## src/include/ase_pkg.sv

```systemverilog
// Constants for the accumulator store execution unit.
// Assumes the core supplies opcode bytes, operands and the memory ports.
package ase_pkg;

  // Opcode first bytes
  localparam logic [7:0] ASE_OP_BYTE_PTR   = 8'h92; // Pointer / displacement
  localparam logic [7:0] ASE_OP_SHORT_FE   = 8'h93; // Page FE00H
  localparam logic [7:0] ASE_OP_SHORT_00   = 8'h94; // Page 0000H
  localparam logic [7:0] ASE_OP_SHORT_01   = 8'h95; // Page 0100H
  localparam logic [7:0] ASE_OP_LONG       = 8'h96; // Three-byte direct
  localparam logic [7:0] ASE_OP_WORD_PTR   = 8'h17; // Pair word store

  // Page high bytes of the short direct forms
  localparam logic [7:0] ASE_PAGE_00       = 8'h00;
  localparam logic [7:0] ASE_PAGE_01       = 8'h01;
  localparam logic [7:0] ASE_PAGE_FE       = 8'hFE;

  // Second byte fields
  localparam int         ASE_DISP_FLAG_BIT = 7;     // 1 = displacement form
  localparam int         ASE_INDEX_C_BIT   = 0;     // 1 = C-indexed form
  localparam int         ASE_PTR_LSB       = 1;     // Pointer number bits 6-1
  localparam int         ASE_PTR_W         = 6;     // Pointers 0..63
  localparam int         ASE_DISP_W        = 7;     // Offset -64..63

  // Status word bit copied into the ninth bit
  localparam int         ASE_PARITY_BIT    = 1;

  // Slow region: word stores are split here
  localparam logic [15:0] ASE_SLOW_BASE    = 16'hFE00;

  // Program counter advances
  localparam logic [1:0] ASE_PC_INC_2      = 2'h2;
  localparam logic [1:0] ASE_PC_INC_3      = 2'h3;

  // Store forms
  typedef enum logic [2:0] {
    ASE_K_NONE,   // Not a store this unit executes
    ASE_K_DISP,   // Byte store at pointer 0 + offset
    ASE_K_IND,    // Byte store at pointer n
    ASE_K_SHORT,  // Two-byte direct byte store
    ASE_K_LONG,   // Three-byte direct byte store
    ASE_K_WORD    // Pair word store at pointer n
  } ase_kind_t;

endpackage : ase_pkg

```

## src/rtl/ase_decode.sv

```systemverilog
// Combinational decoder for the store opcodes.
// Assumes first and second opcode bytes are stable while it is read.
`timescale 1ns/1ps
`default_nettype none
module ase_decode
  import ase_pkg::*;
(
  input  wire logic [7:0]  op0_i,      // First opcode byte
  input  wire logic [7:0]  op1_i,      // Second opcode byte
  output ase_kind_t        kind_o,     // Decoded store form
  output logic [1:0]       pc_inc_o,   // Program counter advance
  output logic [7:0]       page_o      // High byte of short direct target
);

  ////////////////////////////////////////////////////////////////////////
  // Field decode
  wire disp_w  = op1_i[ASE_DISP_FLAG_BIT];  // Bit 7 picks the offset form
  wire idx_c_w = op1_i[ASE_INDEX_C_BIT];    // C-indexed forms not ours
  wire is92_w  = (op0_i == ASE_OP_BYTE_PTR);
  wire is17_w  = (op0_i == ASE_OP_WORD_PTR);
  wire short_w = (op0_i == ASE_OP_SHORT_00) || (op0_i == ASE_OP_SHORT_01) ||
                 (op0_i == ASE_OP_SHORT_FE);

  ////////////////////////////////////////////////////////////////////////
  // Form selection
  assign kind_o =
    (is92_w && disp_w)                ? ASE_K_DISP  :
    (is92_w && !idx_c_w)              ? ASE_K_IND   :
    (is17_w && !disp_w && !idx_c_w)   ? ASE_K_WORD  :
    short_w                           ? ASE_K_SHORT :
    (op0_i == ASE_OP_LONG)            ? ASE_K_LONG  :
                                        ASE_K_NONE;

  // Only the three-byte direct form moves the counter by three
  assign pc_inc_o = (op0_i == ASE_OP_LONG) ? ASE_PC_INC_3 : ASE_PC_INC_2;

  // Page of the two-byte direct forms
  assign page_o = (op0_i == ASE_OP_SHORT_01) ? ASE_PAGE_01 :
                  (op0_i == ASE_OP_SHORT_FE) ? ASE_PAGE_FE : ASE_PAGE_00;

endmodule : ase_decode
`default_nettype wire

```

## src/rtl/ase_store_exec.sv

```systemverilog
// Execution unit for accumulator byte stores and pair word stores.
// Assumes a pointer read port that answers in the same cycle and a
// memory write port whose targets decide themselves if they hold bit 8.
`timescale 1ns/1ps
`default_nettype none
module ase_store_exec
  import ase_pkg::*;
(
  input  wire logic        mclk_i,       // CPU clock, 200 MHz
  input  wire logic        rst_i,        // Asynchronous reset, high
  input  wire logic        start_i,      // Instruction offered
  input  wire logic [7:0]  op0_i,        // First opcode byte
  input  wire logic [7:0]  op1_i,        // Second opcode byte
  input  wire logic [7:0]  op2_i,        // Third opcode byte
  input  wire logic [7:0]  acc_i,        // Accumulator
  input  wire logic [7:0]  breg_i,       // Auxiliary B register
  input  wire logic [7:0]  psw_i,        // Program status word
  input  wire logic [15:0] ptr_rdata_i,  // Pointer word, same cycle
  output logic             busy_o,       // Store in progress
  output logic             unsupported_o,// Offered opcode not executed
  output logic             ptr_rd_o,     // Pointer read strobe
  output logic [15:0]      ptr_addr_o,   // Pointer low byte address
  output logic             mem_we_o,     // Write strobe
  output logic             mem_word_o,   // Write both bytes
  output logic [15:0]      mem_addr_o,   // Target address: low byte, high byte in ASE_S_WR_HI
  output logic [15:0]      mem_wdata_o,  // High byte B and low byte data, or 00 and B in ASE_S_WR_HI
  output logic             mem_ninth_o,  // Value for bit 8 of targets
  output logic             done_o,       // Last cycle of the store
  output logic [1:0]       pc_inc_o      // PC advance, valid with done
);

  ////////////////////////////////////////////////////////////////////////
  // Helpers
  // Sign-extend the seven-bit offset to the address width
  function automatic logic [15:0] sext_off(input logic [7:0] b);
    sext_off = {{(16 - ASE_DISP_W){b[ASE_DISP_W-1]}}, b[ASE_DISP_W-1:0]};
  endfunction : sext_off

  typedef enum logic [1:0] {
    ASE_S_IDLE,   // Waiting for a store
    ASE_S_PTR,    // Pointer read, or first cycle of long direct
    ASE_S_WR,     // Write cycle (last unless split)
    ASE_S_WR_HI   // High byte of a split word store
  } ase_state_t;

  ase_state_t   state_r;        // Sequencer state
  ase_state_t   state_nxt;      // Its next value
  ase_kind_t    kind_r;         // Form being executed
  logic [15:0]  addr_r;         // Target address
  logic [7:0]   off_r;          // Offset byte (offset form)
  logic [7:0]   acc_r;          // Accumulator captured at start
  logic [7:0]   b_r;            // B captured at start
  logic         ninth_r;        // Parity captured at start
  logic [1:0]   inc_r;          // PC advance
  logic         split_r;        // Word store falls in the slow region

  ase_kind_t    dec_kind;       // Decoder result
  logic [1:0]   dec_inc;        // Decoder PC advance
  logic [7:0]   dec_page;       // Decoder short page

  ase_decode u_dec (
    .op0_i    (op0_i),
    .op1_i    (op1_i),
    .kind_o   (dec_kind),
    .pc_inc_o (dec_inc),
    .page_o   (dec_page)
  );

  ////////////////////////////////////////////////////////////////////////
  // Decode and address arithmetic
  wire idle_w   = (state_r == ASE_S_IDLE);
  wire take_w   = start_i && idle_w && (dec_kind != ASE_K_NONE);
  // Pointer 0 for the offset form, n from bits 6-1 otherwise
  wire [ASE_PTR_W-1:0] ptr_n_w = op1_i[ASE_PTR_LSB +: ASE_PTR_W];
  wire [15:0] ptr_addr_w = (dec_kind == ASE_K_DISP) ? 16'h0000 :
                           {9'h000, ptr_n_w, 1'b0};
  // Offset added only for the offset form
  wire [15:0] add_w = (kind_r == ASE_K_DISP) ? sext_off(off_r) :
                                               16'h0000;
  wire [15:0] sum_w = ptr_rdata_i + add_w;
  wire slow_w = (sum_w >= ASE_SLOW_BASE);
  wire last_w = ((state_r == ASE_S_WR) && !split_r) ||
                (state_r == ASE_S_WR_HI);

  ////////////////////////////////////////////////////////////////////////
  // Next state
  always_comb begin
    state_nxt = state_r;
    unique case (state_r)
      ASE_S_IDLE: begin
        // Short direct needs no preparation cycle
        if (take_w) begin
          state_nxt = (dec_kind == ASE_K_SHORT) ? ASE_S_WR : ASE_S_PTR;
        end
      end
      ASE_S_PTR: begin
        state_nxt = ASE_S_WR;
      end
      ASE_S_WR: begin
        state_nxt = split_r ? ASE_S_WR_HI : ASE_S_IDLE;
      end
      ASE_S_WR_HI: begin
        state_nxt = ASE_S_IDLE;
      end
    endcase
  end

  ////////////////////////////////////////////////////////////////////////
  // Sequencer register
  always_ff @(posedge mclk_i or posedge rst_i) begin
    if (rst_i) begin
      state_r <= ASE_S_IDLE;
    end else begin
      state_r <= state_nxt;
    end
  end

  ////////////////////////////////////////////////////////////////////////
  // Operand capture at acceptance
  always_ff @(posedge mclk_i or posedge rst_i) begin
    if (rst_i) begin
      kind_r  <= ASE_K_NONE;
      off_r   <= 8'h00;
      acc_r   <= 8'h00;
      b_r     <= 8'h00;
      ninth_r <= 1'b0;
      inc_r   <= ASE_PC_INC_2;
    end else if (take_w) begin
      kind_r  <= dec_kind;
      off_r   <= op1_i;
      acc_r   <= acc_i;
      b_r     <= breg_i;
      ninth_r <= psw_i[ASE_PARITY_BIT];
      inc_r   <= dec_inc;
    end
  end

  ////////////////////////////////////////////////////////////////////////
  // Target address
  // Pointer forms latch the sum while the pointer is read; a split word
  // store steps to the high byte so both bytes use the same port.
  always_ff @(posedge mclk_i or posedge rst_i) begin
    if (rst_i) begin
      addr_r  <= 16'h0000;
      split_r <= 1'b0;
    end else if (take_w) begin
      addr_r  <= (dec_kind == ASE_K_SHORT) ? {dec_page, op1_i} :
                                             {op2_i, op1_i};
      split_r <= 1'b0;
    end else if (state_r == ASE_S_PTR && kind_r != ASE_K_LONG) begin
      addr_r  <= sum_w;
      split_r <= (kind_r == ASE_K_WORD) && slow_w;
    end else if (state_r == ASE_S_WR && split_r) begin
      addr_r  <= addr_r + 16'h0001;
    end
  end

  ////////////////////////////////////////////////////////////////////////
  // Outputs
  // No status word output exists: flags cannot change here.
  assign busy_o        = !idle_w;
  assign unsupported_o = start_i && idle_w &&
                         (dec_kind == ASE_K_NONE);
  assign ptr_rd_o      = (state_r == ASE_S_PTR) && (kind_r != ASE_K_LONG);
  assign ptr_addr_o    = ptr_rd_o ? {9'h000, off_r[ASE_PTR_LSB +: ASE_PTR_W],
                         1'b0} & {16{kind_r != ASE_K_DISP}} : 16'h0000;
  assign mem_we_o      = (state_r == ASE_S_WR) || (state_r == ASE_S_WR_HI);
  assign mem_word_o    = (state_r == ASE_S_WR) && (kind_r == ASE_K_WORD) &&
                         !split_r;
  assign mem_addr_o    = addr_r;
  assign mem_wdata_o   = (state_r == ASE_S_WR_HI) ? {8'h00, b_r} :
                         {b_r, acc_r};
  assign mem_ninth_o   = ninth_r;
  assign done_o        = last_w;
  assign pc_inc_o      = inc_r;
endmodule : ase_store_exec
`default_nettype wire

```

## config.mk

```make
export PLATFORM = sky130hd
export DESIGN_NAME = ase_store_exec
export DESIGN_NICKNAME = d
export VERILOG_FILES = /design/src/include/ase_pkg.sv /design/src/rtl/ase_decode.sv /design/src/rtl/ase_store_exec.sv
export SDC_FILE = /design/constraint.sdc
export NUM_CORES = 1
export LEC_CHECK = 0
export BUFFER_PORTS_ARGS = -buffer_cell sky130_fd_sc_hd__buf_2
export CORE_MARGIN = 2
export CORE_UTILIZATION = 46
export CTS_BUF_LIST = sky130_fd_sc_hd__clkbuf_16
export DETAILED_ROUTE_END_ITERATION = 6
export PLACE_DENSITY = 0.77
export SETUP_SLACK_MARGIN = 0.3
export SLEW_MARGIN = 20
export SYNTH_ARGS = -nofsm -noshare
export SYNTH_HDL_FRONTEND = slang
export SYNTH_SLANG_ARGS = --single-unit
```

## constraint.sdc

```tcl
create_clock -name mclk_i -period 3.2 [get_ports mclk_i]
set_input_delay 0.16 -clock mclk_i [delete_from_list [all_inputs] [get_ports mclk_i]]
set_output_delay 0.16 -clock mclk_i [all_outputs]
set_load 0.05 [all_outputs]
```

Word-level counts from Yosys, hierarchy flattened
Cells that the tools add are included.
W data, S select, Z words.
- $lt $le $gt $ge: 1
- add/subtract/negate cells: 2
- multiplexer cells: 21
- reductions and logical operators: 26
- eq/ne operators: 15
- bitwise gates (word level): 1
- operators by type and width (kind ; count):
    $mux W16 ; 7
    $eq A8 B8 Y1 const B ; 5
    $add A16 B1 Y16 const B ; 1
    $add A16 B16 Y16 ; 1
    $and A7 B16 Y16 ; 1
    $ge A16 B16 Y1 const B ; 1
    $mux W8 ; 2
    $mux W3 ; 5
    $logic_and A1 B1 Y1 ; 13
    $eq A8 B5 Y1 const B ; 1
    $pmux W2 S4 ; 1
    $mux W2 ; 3
    $reduce_bool A3 Y1 ; 2
    $eq A2 B2 Y1 const B ; 2
    $logic_not A1 Y1 ; 4
    $logic_or A1 B1 Y1 ; 4
    $eq A3 B1 Y1 const B ; 1
    $eq A3 B2 Y1 const B ; 1
    $eq A3 B3 Y1 const B ; 1
    $logic_not A3 Y1 ; 1
    $mux W1 ; 3
    $ne A3 B1 Y1 const B ; 1
    $ne A3 B3 Y1 const B ; 1
    $eq A2 B1 Y1 const B ; 1
    other kinds (3) ; 3
- output and inout port bits: 57
- flip-flop bits (word level): 48
- input bits: 67
- word-level logic and storage cells: 75

Depth between registers and ports, before layout
- depth in word-level cells: 11
- mapped depth: 11
- depth with buffers taken out: 11

Cells and area by module
Synthesis repeated with hierarchy kept, for this count alone.
- cells, all modules: 467
- area total of the unflattened synthesis: 3728.6 sq um
- modules (own cells, without submodules) (module ; times used ; seq. area each (sq um) ; area an instance (sq um) ; cells each):
    ase_store_exec ; 1 ; 1202.4 ; 3525.9 ; 439
    ase_decode ; 1 ; 0.0 ; 202.7 ; 28

Least setup slack after synthesis
No wires, ideal clock.
- kind: register -> register
- from: reg kind_r[0]
- to: reg split_r
- required time: 3.133 ns
- arrival: 2.955 ns
- buffers on the path: 0
- library setup time: 0.067 ns
- clock period less this slack: 3.022 ns
- cell stages (with the launch flop): 12
- path slack: 0.178 ns
- path through: dfrtp_1 -> nor3b_1 -> and2_1 -> ha_1 -> fa_1 -> a21o_2 -> a221oi_4 -> o31ai_1 -> a311oi_2 -> mux2i_1 -> nor4b_2 -> a32o_1
- cells in the longest elaborated chain, start to end: 7
- elaborated cells between the ends (all ways): 11
- those cells by class: 1 x add/sub; 1 x order compare; 3 x eq/ne; 3 x mux; 3 x reduce/logical
- ends and longest elaborated chain (element ; RTL line ; text):
    from (decl) ; ase_store_exec.sv:48 ; ase_kind_t kind_r;
    from (signal assigned) ; ase_store_exec.sv:129 ; kind_r <= dec_kind;
    $eq A3 B1 Y1 ; ase_store_exec.sv:78 ; wire [15:0] add_w = (kind_r == ASE_K_DISP) ? sext_off(off_r) :
    $mux W16 ; ase_store_exec.sv:78 ;
    $add A16 B16 Y16 ; ase_store_exec.sv:80 ; wire [15:0] sum_w = ptr_rdata_i + add_w;
    $ge A16 B16 Y1 ; ase_store_exec.sv:81 ; wire slow_w = (sum_w >= ASE_SLOW_BASE);
    $logic_and A1 B1 Y1 ; ase_store_exec.sv:152 ; split_r <= (kind_r == ASE_K_WORD) && slow_w;
    $mux W1 ; ase_store_exec.sv:150 ; end else if (state_r == ASE_S_PTR && kind_r != ASE_K_LONG) begin
    $mux W1 ; ase_store_exec.sv:146 ; end else if (take_w) begin
    to (signal assigned) ; ase_store_exec.sv:152 ;
    to (decl) ; ase_store_exec.sv:55 ; logic split_r;
Several ways; a longest one is shown, not always the timed one. The select of a mux whose other input is x is not followed.
A chain may end at the register's enable or synchronous reset.

Worst setup path after layout
Same ends and word-level chain as after synthesis.

==> results.toml <==
[run_status]
run_status = "finished, final reports clean"

[sta]
tightest_slew_ns = 1.03
setup_tns_ns = 0
fin_skew_ns = 0.00667
relSlewSlack_pct = 30.8
report.final.slew_viol_count = 0
finalCritPeriodShare_pct = 95.3
hold_viol_final = 0
setup_violations = 0
rsz0062_at_grt = "yes"
max_freq_mhz = 328
period_needed_ns = 3.05

[synth]
synth_seq_cells = 47
avgSynthCellArea_um2 = 7.90
async_flop_share_pct = 100
synth-main-ff-cell = "dfrtp_1"
synth_seq_area_share_pct = 31.9
syn_area_um2 = 3690
yosysWarningCount = 0
ys_types = 69
synth_edf_count = 0
syn_inst = 467

[floorplanning]
fp.dieArea_um2 = 8750
num_io_pins = 124
start_util_pct = 47.5
rows = 32
die_w_um = 93.6
die_y_um = 93.6
coreArea_um2 = 7770

[critical_path]
startpoint_type = "register"
endpoint_kind = "register"
cp.arrival_ns = 3.27
required_ns = 3.42
crit_type = "register to register"
cp_max_fo = 7

[cts]
cts_tree = "done"
clk_pin_slew_ns = 0.07
cts_buffers = 5
cts.sinks = 47
clock_latency_ns = 0.29
cts-root-buf = "clkbuf_16"
holdBufCountCts = 0
clockBufferDepth = 2
htree_levels = 2

[route]
routed_wl_um = 10400
drtIter0Drc = 258
vias = 3766
avgViaCountPerCell = 5.60
wl_per_cell_um = 15.4
drtPass1Iterations = 5
ant_nets = 0
remaining_drc_errors = 0

[layout]
areaGrowthSynthToFinish_pct = 22.8
fin_nets = 646
fillers = 695
insertedDiodeCount = 0
final_cells = 672
layout-drive-gt1-share_pct = 29.1
fin_area_um2 = 4530

[place]
dpl_cell_area_um2 = 4240
dpl.cell_count = 654
hpwl_um = 7640
place.gp.congestion = 0.906
port_buffers = 105

[hold_path]
hold_path.class = "primary input to asynchronous set/reset pin"

[job]
cap_violations = 0

[power]
power.total_mw = 2.71
power_frac_comb_pct = 47.5
switching_share_pct = 47.4
power.density_nw_per_um2 = 598
intPower_mw = 1.42
vdd.ir_drop.worst_mv = 0.292
pwr-share-seq_pct = 33.2
clkPwrFrac_pct = 19.3
p_sw_mw = 1.28
p_leak_nw = 2.27

[grt]
grt_pass1_vias = 3426
grt_first_pass_wirelength_um = 16400
antenna_found_initial = 0
grt_max_degree = 48
grt_usage_pct = 23.3
overflow = 0
[Yosys cell counts (2+ instances only)]
| cell | count | area (um2) |
|---|---|---|
| nor3_1 | 9 | 45.0 |
| o31ai_1 | 7 | 52.6 |
| a32o_1 | 2 | 20.0 |
| o21ai_0 | 13 | 65.1 |
| and2_1 | 22 | 138 |
| nand2b_1 | 2 | 12.5 |
| a221oi_1 | 2 | 17.5 |
| a211oi_1 | 4 | 30.0 |
| a31oi_1 | 6 | 37.5 |
| nor4_1 | 7 | 43.8 |
| or3_4 | 2 | 22.5 |
| a22oi_1 | 2 | 15.0 |
| conb_1 | 2 | 7.51 |
| xnor2_1 | 14 | 123 |
| inv_1 | 15 | 56.3 |
| and4_1 | 3 | 26.3 |
| mux2_2 | 9 | 101 |
| nand3_1 | 10 | 50.1 |
| o211ai_1 | 4 | 30.0 |
| a21oi_1 | 21 | 105 |
| nor2_1 | 35 | 131 |
| o21ai_1 | 3 | 15.0 |
| xor2_1 | 9 | 78.8 |
| a21o_1 | 4 | 30.0 |
| buf_4 | 12 | 90.1 |
| a221o_1 | 3 | 30.0 |
| ha_1 | 9 | 113 |
| nand2_1 | 116 | 435 |
| and3_1 | 4 | 25.0 |
| buf_2 | 10 | 50.1 |
| buf_6 | 2 | 22.5 |
| dfrtp_1 | 47 | 1180 |
| clkbuf_1 | 8 | 30.0 |
| mux2i_1 | 7 | 70.1 |
| o41ai_1 | 3 | 26.3 |
| buf_1 | 3 | 11.3 |
| nand4_1 | 4 | 25.0 |
[worst max-delay path: stages, from the launching register on]
cell and delay, ns:
dfrtp_1 0.38, nor3b_4 0.18, and2_1 0.16, ha_2 0.18, fa_2 0.35, a21o_4 0.22, a221oi_4 0.30, buf_6 0.16
mux2i_1 0.20, xor2_1 0.23, nand4_1 0.14, nor4b_2 0.29, a32o_1 0.20
[cells in the final DEF, fill, tap and decap left out, drive strengths merged, types with 5 or more instances in the layout]
cell type	n
a21o	5
a21oi	21
a31oi	7
and2	22
and3	5
buf	122
clkbuf	5
conb	11
dfrtp	47
ha	9
inv	15
mux2	9
mux2i	7
nand2	116
nand3	10
nor2	35
nor3	9
nor4	7
o21ai	16
o31ai	7
xnor2	14
xor2	9
[logic make-up after synthesis]
| logic type | synth area share, % |
|---|---|
| multiplexers | 4.65 |
| AND/OR/NAND/NOR | 29.5 |
| buffers and inverters | 7.19 |
| other | 0.204 |
| XOR/XNOR | 5.46 |
| adder cells (fa/ha/maj) | 3.59 |
| flip-flops | 31.9 |
| AO/OA/AOI/OAI | 17.5 |
[what timing repair did]
action / in CTS / in global routing
gates resized for setup: 12 / 8
buffers inserted: 6 / 4
pin swaps: 13 / 15
endpoints found under the setup margin: 8 / 10
[sequential cells by signal, indices dropped and copies added, names as in the netlist, 2 cells and up]
| name | cells |
|---|---|
| acc_r | 8 |
| b_r | 8 |
| off_r | 7 |
| mem_addr_o | 16 |
| state_r | 2 |
| kind_r | 3 |
[final cells by class]
| cell class | count | area [um2] | area share, % |
|---|---|---|---|
| clock buffer | 5 | 125 | 2.76 |
| clock inverter | 3 | 17.5 | 0.387 |
| inverter | 15 | 57.6 | 1.27 |
| multi-input combinational | 378 | 2370 | 52.2 |
| sequential | 47 | 1180 | 26.0 |
| tap | 102 | 128 | 2.82 |
| timing repair buffer | 122 | 661 | 14.6 |
[per-stage QoR]
step	hold WS, ns	util (%)	setup slack [ns]
floorplan	0.257	-	0.257
global placement	0.351	54.6	0.122
detailed placement	0.355	54.6	0.0142
CTS	0.0612	57.4	0.180
global route	0.0656	58.3	0.0219
finish	0.00777	58.3	0.151
[worst paths after layout]
kind | from | to | slack [ns] | cells past startpoint
max | kind_r[0]$_DFFE_PP0P_ | split_r$_DFFE_PP0P_ | 0.15 | 12
min in group mclk_i | acc_i[6] | acc_r[6]$_DFFE_PP0P_ | 0.06 | 3
min reg2reg | mem_ninth_o$_DFFE_PP0P_ | mem_ninth_o$_DFFE_PP0P_ | 0.47 | 2
min | rst_i | mem_addr_o[3]$_DFFE_PP0P_ | 0.008 | 2
max in group asynchronous | rst_i | kind_r[1]$_DFFE_PP0P_ | 2.65 | 2
max reg2reg | kind_r[0]$_DFFE_PP0P_ | split_r$_DFFE_PP0P_ | 0.15 | 12
[power groups by stage]
stage / clock [mW] / sequential (mW) / combinational, mW
global route: 0.556 / 0.916 / 1.38
detailed placement: 0 / 0.905 / 1.26
CTS: 0.522 / 0.895 / 1.28
global placement: 0 / 0.895 / 1.23
floorplan: 0 / 1.14 / 0.721
finish: 0.524 / 0.898 / 1.29
[metal layers]
metal	track usage (%)	part of all wire, %	wire [um]	vias up
met5	0	0	0	-
met3	2.98	6.2	644	14
li1	-	-	-	1803
met4	5.92	1.6	162	0
met1	32.1	43	4500	1801
met2	38.8	49	5080	148
Power figures use the tool's default switching activity.
